--- config.mk ---
export PLATFORM = sky130hd
export DESIGN_NAME = pixel_device_flat
export DESIGN_NICKNAME = d
export VERILOG_FILES = /design/src/common/pixel_pkg.sv /design/src/common/pixel_link_if.sv /design/src/hdl/pixel_device.sv /design/src/flat_wrapper.sv
export VERILOG_INCLUDE_DIRS = /design/src /design/src/common
export SDC_FILE = /design/constraint.sdc
export NUM_CORES = 1
export LEC_CHECK = 0
export CORE_UTILIZATION = 45
export CTS_BUF_LIST = sky130_fd_sc_hd__clkbuf_8
export DETAILED_ROUTE_END_ITERATION = 12
export DONT_BUFFER_PORTS = 1
export PLACE_DENSITY = 0.64
export SKIP_CTS_REPAIR_TIMING = 1
export SYNTH_ARGS = -nofsm -noshare
export SYNTH_HDL_FRONTEND = slang
export SYNTH_SLANG_ARGS = --single-unit
--- constraint.sdc ---
create_clock -name clk_sys -period 5.6 [get_ports clk_sys]
set_clock_uncertainty 0.05 [all_clocks]
set_input_delay 0.28 -clock clk_sys [delete_from_list [all_inputs] [get_ports clk_sys]]
set_output_delay 0.28 -clock clk_sys [all_outputs]
set_load 0.01 [all_outputs]
--- src/common/pixel_defines.svh ---
// Purpose: constants shared by both ends of the pixel chain link
// Assumes: system clock of 50 MHz
// Notes: times are kept in their own units, cycle counts derived
`ifndef PIXEL_DEFINES_SVH
`define PIXEL_DEFINES_SVH

`define SYS_CLK_HZ 50_000_000
`define SYS_CLK_NS 20
// Frame layout
`define MARK_BITS 6'd32
`define WORD_LAST 5'd31
`define FLAG_MSB 31
`define FLAG_LSB 29
`define DIM_MSB 28
`define DIM_LSB 24
`define BLUE_MSB 23
`define BLUE_LSB 16
`define GREEN_MSB 15
`define GREEN_LSB 8
`define RED_MSB 7
`define RED_LSB 0
`define FLAG_START 3'h7
`define SLEEP_CODE 8'hA0
`define COLOURS_OFF 24'h00_0000
// Reset values of display state
`define DIM_RST 5'h00
`define LEVEL_RST 8'h00
// Wake-up time, 1 ms, least time rounded up
`define WAKE_TIME_US 1000
`define WAKE_CYCLES ((`WAKE_TIME_US * 1000 + `SYS_CLK_NS - 1) / `SYS_CLK_NS)
// PWM repetition rate, 256 steps per period, step rounded down
`define PWM_RATE_HZ 20_000
`define PWM_STEPS 256
`define PWM_STEP_CYCLES (`SYS_CLK_HZ / (`PWM_RATE_HZ * `PWM_STEPS))
// Host link clock half period
`define LINK_HALF_NS 80
`define LINK_HALF_CYCLES (`LINK_HALF_NS / `SYS_CLK_NS)

`endif

--- src/common/pixel_pkg.sv ---
// Purpose: types shared by both ends of the pixel chain link
// Assumes: nothing
// Notes: one-hot state codes
package pixel_pkg;
	typedef logic [7:0] level_t;
	typedef logic [4:0] dim_t;
	typedef logic [31:0] word_t;

	typedef enum logic [1:0] {
		DEV_FWD = 2'b01,
		DEV_TAKE = 2'b10
	} dev_state_e;

	typedef enum logic [4:0] {
		HOST_IDLE = 5'b00001,
		HOST_MARK = 5'b00010,
		HOST_LOAD = 5'b00100,
		HOST_SEND = 5'b01000,
		HOST_TAIL = 5'b10000
	} host_state_e;
endpackage

--- src/common/pixel_link_if.sv ---
// Purpose: two-wire link, clock plus data, from upstream to a pixel
// Assumes: upstream drives both wires
// Notes: no clocking block
`timescale 1ns/1ps
`default_nettype none
interface pixel_link_if;
	logic link_clock;
	logic link_data;

	modport host (
		output link_clock,
		output link_data
	);
	modport dev (
		input link_clock,
		input link_data
	);
endinterface
`default_nettype wire

--- src/hdl/pixel_device.sv ---
// Purpose: serial front end and drive control of one chained RGB pixel
// Assumes: link clock sampled by clk_sys, at least 3 cycles per level
// Notes: link_clock_in arrives on up.link_clock
//
// Summary of operation
// - 32 zeros on data mark frame start
// - Next 32 bits after marker are ours
// - Word MSB first: flag, dim, B, G, R
// - Data sampled on incoming clock rising edge
// - Outgoing clock is incoming clock inverted
// - Clock and data out are regenerated
// - First one after marker opens the word
// - Flag 111 latches dimming and colours
// - Bits after our word are forwarded
// - Host adds N/2 trailing clocks, rounded up
// - Dimming picks one of 32 currents
// - Colour byte sets 256-level PWM duty
// - PWM repeats at about 20 kHz
// - PWM runs on from latched values
// - Byte A0 with black enters sleep
// - Sleep stops oscillator and PWM
// - Non-A0 word wakes sleeping pixel
// - Woken circuitry ready within 1 ms
// - Host waits 1 ms after wake; pixel_host has no such wait
// - Repeated sleep word keeps sleep state
// - Sleeping pixel still forwards stream
`timescale 1ns/1ps
`include "pixel_defines.svh"
`default_nettype none
module pixel_device #(
	parameter int unsigned WAKE_CYCLES = `WAKE_CYCLES
) (
	// System
	input wire logic clk_sys,
	input wire logic rst_b,
	// Upstream link
	pixel_link_if.dev up,
	// Downstream link
	output logic link_clock_out,
	output logic link_data_out,
	// Drivers
	output pixel_pkg::dim_t dim_level,
	output logic pwm_red,
	output logic pwm_green,
	output logic pwm_blue,
	// Status
	output logic sleeping,
	output logic osc_ready
);
	import pixel_pkg::*;

	logic clk_meta_r;
	logic clk_sync_r;
	logic clk_prev_r;
	logic dat_meta_r;
	logic dat_sync_r;
	logic [5:0] zero_cnt_r;
	dev_state_e state_r;
	logic [4:0] bit_cnt_r;
	word_t shift_r;
	logic link_clock_out_r;
	logic dout_r;
	dim_t dim_r;
	level_t blue_r;
	level_t green_r;
	level_t red_r;
	logic sleep_r;
	logic [19:0] wake_cnt_r;
	logic [3:0] pre_cnt_r;
	logic [7:0] pwm_cnt_r;

	// Link decode
	wire link_rise;
	wire bit_in;
	wire marker_seen;
	wire start_take;
	wire word_done;
	wire word_t word_full;
	wire [2:0] flag_f;
	wire [4:0] dim_f;
	wire [23:0] colours_f;
	wire is_display;
	wire is_sleep_cmd;
	wire wake_cmd;
	wire dout_nxt;

	assign link_rise = clk_sync_r & ~clk_prev_r;
	assign bit_in = dat_sync_r;
	assign marker_seen = zero_cnt_r == `MARK_BITS;
	assign start_take = link_rise & bit_in & marker_seen &
		(state_r == DEV_FWD);
	assign word_done = link_rise & (state_r == DEV_TAKE) &
		(bit_cnt_r == `WORD_LAST);
	assign word_full = {shift_r[30:0], bit_in};
	assign flag_f = word_full[`FLAG_MSB:`FLAG_LSB];
	assign dim_f = word_full[`DIM_MSB:`DIM_LSB];
	assign colours_f = word_full[`BLUE_MSB:`RED_LSB];
	assign is_display = flag_f == `FLAG_START;
	assign is_sleep_cmd = ({flag_f, dim_f} == `SLEEP_CODE) &
		(colours_f == `COLOURS_OFF);
	assign wake_cmd = sleep_r & ({flag_f, dim_f} != `SLEEP_CODE);
	// Own word replaced by zeros, the rest forwarded
	assign dout_nxt = (start_take | (state_r == DEV_TAKE)) ?
		1'b0 : bit_in;

	// Input synchronisers
	always_ff @(posedge clk_sys or negedge rst_b) begin
		if (!rst_b) begin
			clk_meta_r <= 1'b0;
			clk_sync_r <= 1'b0;
			clk_prev_r <= 1'b0;
			dat_meta_r <= 1'b0;
			dat_sync_r <= 1'b0;
		end else begin
			clk_meta_r <= up.link_clock;
			clk_sync_r <= clk_meta_r;
			clk_prev_r <= clk_sync_r;
			dat_meta_r <= up.link_data;
			dat_sync_r <= dat_meta_r;
		end
	end

	// Zero run counter, saturates at the marker length
	always_ff @(posedge clk_sys or negedge rst_b) begin
		if (!rst_b) begin
			zero_cnt_r <= 6'd0;
		end else if (link_rise) begin
			if (bit_in) begin
				zero_cnt_r <= 6'd0;
			end else if (!marker_seen) begin
				zero_cnt_r <= zero_cnt_r + 6'd1;
			end
		end
	end

	// Word capture
	always_ff @(posedge clk_sys or negedge rst_b) begin
		if (!rst_b) begin
			state_r <= DEV_FWD;
			bit_cnt_r <= 5'd0;
			shift_r <= 32'h0000_0000;
		end else if (start_take) begin
			state_r <= DEV_TAKE;
			bit_cnt_r <= 5'd1;
			shift_r <= {31'h0000_0000, bit_in};
		end else if (word_done) begin
			state_r <= DEV_FWD;
			bit_cnt_r <= 5'd0;
		end else if (link_rise && state_r == DEV_TAKE) begin
			bit_cnt_r <= bit_cnt_r + 5'd1;
			shift_r <= word_full;
		end
	end

	// Regenerated outputs, data moves on the incoming rising edge
	// so the next pixel samples it half a cycle later
	always_ff @(posedge clk_sys or negedge rst_b) begin
		if (!rst_b) begin
			link_clock_out_r <= 1'b1;
			dout_r <= 1'b0;
		end else begin
			link_clock_out_r <= ~clk_sync_r;
			if (link_rise) begin
				dout_r <= dout_nxt;
			end
		end
	end

	// Display registers
	always_ff @(posedge clk_sys or negedge rst_b) begin
		if (!rst_b) begin
			dim_r <= `DIM_RST;
			blue_r <= `LEVEL_RST;
			green_r <= `LEVEL_RST;
			red_r <= `LEVEL_RST;
		end else if (word_done && is_display) begin
			dim_r <= dim_f;
			blue_r <= word_full[`BLUE_MSB:`BLUE_LSB];
			green_r <= word_full[`GREEN_MSB:`GREEN_LSB];
			red_r <= word_full[`RED_MSB:`RED_LSB];
		end
	end

	// Sleep state and wake-up delay
	always_ff @(posedge clk_sys or negedge rst_b) begin
		if (!rst_b) begin
			sleep_r <= 1'b0;
			wake_cnt_r <= 20'h0_0000;
		end else if (word_done && is_sleep_cmd) begin
			// A repeated sleep word leaves everything as it is
			sleep_r <= 1'b1;
			wake_cnt_r <= 20'h0_0000;
		end else if (word_done && wake_cmd) begin
			sleep_r <= 1'b0;
			wake_cnt_r <= WAKE_CYCLES[19:0];
		end else if (wake_cnt_r != 20'h0_0000) begin
			wake_cnt_r <= wake_cnt_r - 20'h0_0001;
		end
	end

	// PWM timebase, cleared while the oscillator is stopped
	wire osc_on;
	wire pwm_step;
	assign osc_on = ~sleep_r & (wake_cnt_r == 20'h0_0000);
	assign pwm_step = pre_cnt_r == 4'(`PWM_STEP_CYCLES - 1);

	always_ff @(posedge clk_sys or negedge rst_b) begin
		if (!rst_b) begin
			pre_cnt_r <= 4'h0;
			pwm_cnt_r <= 8'h00;
		end else if (!osc_on) begin
			pre_cnt_r <= 4'h0;
			pwm_cnt_r <= 8'h00;
		end else if (pwm_step) begin
			pre_cnt_r <= 4'h0;
			pwm_cnt_r <= pwm_cnt_r + 8'h01;
		end else begin
			pre_cnt_r <= pre_cnt_r + 4'h1;
		end
	end

	// Drivers, compare registered so outputs come from flip-flops
	logic red_q;
	logic green_q;
	logic blue_q;
	always_ff @(posedge clk_sys or negedge rst_b) begin
		if (!rst_b) begin
			red_q <= 1'b0;
			green_q <= 1'b0;
			blue_q <= 1'b0;
		end else begin
			red_q <= osc_on & (pwm_cnt_r < red_r);
			green_q <= osc_on & (pwm_cnt_r < green_r);
			blue_q <= osc_on & (pwm_cnt_r < blue_r);
		end
	end

	assign link_clock_out = link_clock_out_r;
	assign link_data_out = dout_r;
	assign dim_level = dim_r;
	assign pwm_red = red_q;
	assign pwm_green = green_q;
	assign pwm_blue = blue_q;
	assign sleeping = sleep_r;
	assign osc_ready = osc_on;
endmodule
`default_nettype wire

--- src/flat_wrapper.sv ---
// flat-port wrapper written by rule: the top's interface ports become plain ports
module pixel_device_flat import pixel_pkg::*;
#(
	parameter int unsigned WAKE_CYCLES = `WAKE_CYCLES
)
  (clk_sys, rst_b, link_clock_out, link_data_out, dim_level, pwm_red, pwm_green, pwm_blue, sleeping, osc_ready, up_link_clock, up_link_data);
  pixel_link_if up_i ();
  input wire logic clk_sys;
  input wire logic rst_b;
  output logic link_clock_out;
  output logic link_data_out;
  output pixel_pkg::dim_t dim_level;
  output logic pwm_red;
  output logic pwm_green;
  output logic pwm_blue;
  output logic sleeping;
  output logic osc_ready;
  input wire logic [$bits(up_i.link_clock)-1:0] up_link_clock;
  input wire logic [$bits(up_i.link_data)-1:0] up_link_data;
  assign up_i.link_clock = up_link_clock;
  assign up_i.link_data = up_link_data;
  pixel_device #(.WAKE_CYCLES(WAKE_CYCLES)) u_core (.clk_sys(clk_sys), .rst_b(rst_b), .up(up_i), .link_clock_out(link_clock_out), .link_data_out(link_data_out), .dim_level(dim_level), .pwm_red(pwm_red), .pwm_green(pwm_green), .pwm_blue(pwm_blue), .sleeping(sleeping), .osc_ready(osc_ready));
endmodule
Word-level counts from Yosys, hierarchy flattened
Index checks and enable logic that the tools add are counted.
- magnitude comparators: 3
- mux-type cells: 20
- eq/ne operators: 11
- reduce and logical (&&, ||, !) cells: 14
- $add $sub $neg: 5
- bitwise operators: 16
- operator list (kind ; count):
    $mux W31 ; 3
    $mux W20 ; 3
    $logic_not A24 Y1 ; 1
    $lt A8 B8 Y1 ; 3
    $logic_not A20 Y1 ; 1
    $reduce_bool A20 Y1 ; 1
    $sub A20 B1 Y20 const B ; 1
    $mux W8 ; 2
    $mux W5 ; 3
    $and A1 B1 Y1 ; 12
    $mux W6 ; 2
    $add A8 B1 Y8 const B ; 1
    $eq A8 B8 Y1 const B ; 1
    $mux W4 ; 2
    $ne A8 B8 Y1 const B ; 1
    $add A6 B1 Y6 const B ; 1
    $eq A6 B6 Y1 const B ; 1
    $reduce_bool A2 Y1 ; 3
    $reduce_bool A3 Y1 ; 2
    $add A5 B1 Y5 const B ; 1
    $eq A5 B5 Y1 const B ; 1
    $add A4 B1 Y4 const B ; 1
    $eq A4 B4 Y1 const B ; 1
    $logic_and A1 B1 Y1 ; 4
    10 further kinds ; 17
- input bits: 4
- bits in registers: 116
- word-level logic and storage cells: 91

Logic depth before layout (Yosys ltp)
- depth after elaboration: 7
- mapped depth: 9
- mapped depth without buffers: 8

Least setup slack after synthesis
Ideal clock, no wire load.
- path kind: flip-flop to flip-flop
- start: register u_core.bit_cnt_r[0]
- end: register u_core.green_r[4]
- arrival time: 2.156 ns
- cell stages (with the launch flop): 10
- buffers on the path: 2
- path slack: 3.270 ns
- data required time: 5.425 ns
- cells stage by stage: dfrtp_1 > ha_1 > and3_1 > ha_1 > inv_1 > nor2_1 > nand4_1 > buf_2 > buf_1 > mux2_2
- cells in the longest elaborated chain, start to end: 3
- ends and longest elaborated chain (element ; RTL line ; text):
    start: declaration ; pixel_device.sv:59 ; logic [4:0] bit_cnt_r;
    start signal: assignment ; pixel_device.sv:150 ; bit_cnt_r <= bit_cnt_r + 5'd1;
    $eq A5 B5 Y1 (no line) ; -- ;
    $and A1 B1 Y1 ; pixel_device.sv:92 ; assign word_done = link_rise & (state_r == DEV_TAKE) &
    $logic_and A1 B1 Y1 ; pixel_device.sv:176 ; end else if (word_done && is_display) begin
    end signal: assignment ; pixel_device.sv:174 ; green_r <= `LEVEL_RST;
    end signal: assignment ; pixel_device.sv:179 ; green_r <= word_full[`GREEN_MSB:`GREEN_LSB];
    end: declaration ; pixel_device.sv:65 ; level_t green_r;
No other way between the ends.
A chain may end at the register's enable or synchronous reset.

Worst setup path in the final report
- start: register u_core.wake_cnt_r[13]
- end: output osc_ready
- cells in the longest elaborated chain, start to end: 2
- ends and longest elaborated chain (element ; RTL line ; text):
    start: declaration ; pixel_device.sv:68 ; logic [19:0] wake_cnt_r;
    start signal: assignment ; pixel_device.sv:195 ; wake_cnt_r <= WAKE_CYCLES[19:0];
    start signal: assignment ; pixel_device.sv:197 ; wake_cnt_r <= wake_cnt_r - 20'h0_0001;
    $logic_not A20 Y1 ; pixel_device.sv:204 ; assign osc_on = ~sleep_r & (wake_cnt_r == 20'h0_0000);
    $and A1 B1 Y1 ; pixel_device.sv:204 ;
    end: declaration ; flat_wrapper.sv:17 ; output logic osc_ready;
No other way between the ends.

==> impl_metrics.py <==
metrics = {
    "outcome": {
        "outcome": "completed",
    },
    "timing": {
        "fin_crit_ns": 2.75,
        "slew_viol_final": 0,
        "rsz0062_at_grt": "no",
        "setup_tns_ns": 0,
        "final_hold_viol_count": 0,
        "worst_pin_slew_ns": 1.13,
        "relSlewSlack_pct": 24.7,
        "max_freq_mhz": 364,
        "fin_crit_sh_pct": 49.1,
        "finalSetupViolations": 0,
    },
    "final_layout": {
        "fin_area_um2": 6250,
        "diodes": 0,
        "area_delta_synth_final_pct": 10.4,
        "drive_above_1_share_pct": 15.0,
        "final_nets": 582,
    },
    "cts": {
        "clock-root-buffer": "clkbuf_8",
        "clk_pin_slew_ns": 0.06,
        "cts_tree": "done",
        "htreeDepth": 4,
        "clockBufferDepth": 2,
        "cts_buffers": 17,
        "clk_latency_ns": 0.45,
        "clock-sinks": 116,
    },
    "grt": {
        "antenna_found_initial": 0,
        "grt_pass1_wl_um": 18300,
        "grt_overflow": 0,
        "grt_pass1_vias": 3815,
        "grt.total_usage_pct": 18.2,
        "grt_start_max_net_pins": 117,
    },
    "yosys": {
        "synthCells": 545,
        "yosysMostFrequentCell": "dfrtp_1",
        "synth_cell_type_count": 63,
        "synth_warnings": 0,
        "synthTopCellsByCount": "114 x dfrtp_1, 84 x nand2_1, 41 x o21ai_0",
        "synth_fp_nets": 578,
        "ys_ff_latch": 116,
        "avgSynthCellArea_um2": 10.4,
        "synth.top_cell.area_share_pct": 50.3,
        "syn_area_um2": 5670,
        "ys_async_sr_fraction_pct": 100,
        "yosys.area.top_type": "dfrtp_1",
        "synth-edff-count": 0,
        "synth_top_flop_cell": "dfrtp_1",
        "seq_area_frac_synth_pct": 51.3,
        "synth_area_leaders": "dfrtp_1 50%, ha_1 6.4%, mux2_2 6.0%, nand2_1 5.6%, o21ai_0 3.6%",
    },
    "setup_path": {
        "start_kind": "register",
        "rr_worst_depth": 7,
        "endpoint_kind": "output pin",
        "path_cells": "or4_4, and4bb_1, nand4b_4, inv_1",
        "slowest_delay_ns": 0.57,
        "r2r-start": "u_core.bit_cnt_r[0]$_DFFE_PN0P_",
        "timing.rr.end": "u_core.bit_cnt_r[0]$_DFFE_PN0P_",
        "crit_fanout": 13,
        "reg2reg_slack_ns": 3.22,
        "cp_slowest_cell": "or4_4",
        "required_ns": 5.27,
        "critPathKind": "register to output pin",
        "worstPathArrival_ns": 2.42,
    },
    "floorplan": {
        "core_area_um2": 12200,
        "top_level_ports": 16,
        "die_x_um": 114,
        "num_rows": 40,
        "die_area_um2": 13000,
        "die_h_um": 114,
        "start_util_pct": 46.6,
    },
    "hold_path": {
        "worst_hold_path.endpoint": "u_core.bit_in$_DFF_PN0_",
        "min_path_type": "register to register",
        "worstHoldStart": "u_core.dat_meta_r$_DFF_PN0_",
        "worstHoldPathCells": 0,
    },
    "routing": {
        "vias": 3800,
        "drt_iter0_markers": 196,
        "wl_per_cell_um": 14.4,
        "post-route-drc-count": 0,
        "drt_wl_total_um": 10500,
        "antenna_left": 0,
        "vias_per_cell": 5.21,
        "drtPass1Iterations": 4,
    },
    "pwr": {
        "cellPowerDensity_nw_per_um2": 276,
        "p_leak_nw": 2.93,
        "power_mw": 1.73,
        "irDropWorstVdd_v": 0.000187,
    },
    "placed_design": {
        "dp_hpwl_um": 6850,
        "place_area_um2": 5780,
        "portBuffers": 0,
        "gp_congestion": 0.771,
    },
    "flow_run": {
        "cap_violations": 0,
    },
}
## flip-flops by register name, summed over array words and instances (netlist names)
register and cells:
u_core.pwm_red 1, u_core.link_clock_out 1, u_core.green_r 8, u_core.dat_meta_r 1
u_core.blue_r 8, u_core.pre_cnt_r 4, u_core.red_r 8, u_core.sleeping 1
u_core.pwm_blue 1, u_core.bit_cnt_r 5, u_core.dim_level 5, u_core.clk_meta_r 1
u_core.shift_r 31, u_core.clk_sync_r 1, u_core.link_data_out 1, u_core.pwm_cnt_r 8
u_core.clk_prev_r 1, u_core.bit_in 1, u_core.wake_cnt_r 20, u_core.state_r 2
u_core.pwm_green 1, u_core.zero_cnt_r 6
## layout by cell type, fill, tap and decap left out, types with 3 or more instances in the layout
cell type	Yosys	layout
dfrtp_1	114	114
nand2_1	84	84
o21ai_0	41	41
inv_1	36	38
nor2_1	31	30
mux2_2	30	30
ha_1	29	29
clkbuf_8	0	21
a21oi_1	20	20
xnor2_1	16	16
nand3_1	14	14
nor4_1	8	8
nor3_1	8	8
a21o_1	8	8
xor2_1	7	7
nand3b_1	5	5
nand2b_1	5	5
a211oi_1	5	5
o21a_1	4	4
nand4_1	4	4
o31ai_1	4	4
and2_1	3	3
and3_1	3	3
bufinv_16	0	3
dlygate4sd3_1	0	3
buf_4	1	3
## critical path: cells and delay by family, from the launching register on
kind / cells / cell delay [ns]
buf+inv: 1 / 0.20
simple gates: 3 / 1.36
flops: 1 / 0.41
## metrics by stage
step                setup WS (ns)  instances  utilization (%)  hold WS (ns)
floorplan                    3.27        545                -       -0.0656
global placement             3.30        694             47.5       -0.0590
detailed placement           3.18        694             47.5       -0.0610
CTS                          2.80        725             51.0        -0.556
global route                 2.69        729             51.4         0.311
finish                       2.85        729             51.4         0.298
## kinds of logic after synthesis
family / count (synthesis) / share of synthesized area, %
compound gates: 97 / 10.4
xor+xnor: 23 / 3.55
fa+ha+maj: 29 / 6.40
buf+inv: 58 / 4.59
flops: 116 / 51.3
mux: 32 / 6.40
simple gates: 190 / 17.4
## where the power goes
group / total [mW] / switching, mW / internal [mW]
registers: 0.869 / 0.0170 / 0.852
clock network: 0.813 / 0.333 / 0.480
logic: 0.0451 / 0.0290 / 0.0162
total: 1.73 / 0.379 / 1.35
## worst max-delay path by stage
stage | start | endpoint | slack [ns] | cells after the start
2_1_floorplan | u_core.bit_cnt_r[0]$_DFFE_PN0P_ | u_core.green_r[4]$_DFFE_PN0P_ | 3.27 | 9
3_3_place_gp | u_core.bit_cnt_r[0]$_DFFE_PN0P_ | u_core.bit_cnt_r[0]$_DFFE_PN0P_ | 3.30 | 7
6_report | u_core.wake_cnt_r[13]$_DFFE_PN0P_ | osc_ready | 2.85 | 4
5_1_grt | u_core.wake_cnt_r[13]$_DFFE_PN0P_ | osc_ready | 2.69 | 4
4_1_cts | u_core.wake_cnt_r[13]$_DFFE_PN0P_ | osc_ready | 2.80 | 4
3_5_place_dp | u_core.bit_cnt_r[0]$_DFFE_PN0P_ | u_core.bit_cnt_r[0]$_DFFE_PN0P_ | 3.18 | 7
## final cells by class
class                   count  area, µm²
clock buffers              21        289
clock inverters            10        131
fillers                  1079       5910
inverters                  36        135
multi-input cells         371       2500
flip-flops and latches    116       2910
well taps                 168        210
repair buffers              7       80.1
## layer usage
layer / vias up / wire length, µm / track usage [%]
met4: 0 / 184 / 8.31
met5: - / 0 / 0
li1: 1892 / - / -
met2: 41 / 4820 / 27.9
met1: 1853 / 5160 / 23.6
met3: 14 / 337 / 5.56
Power figures use the tool's default switching activity.
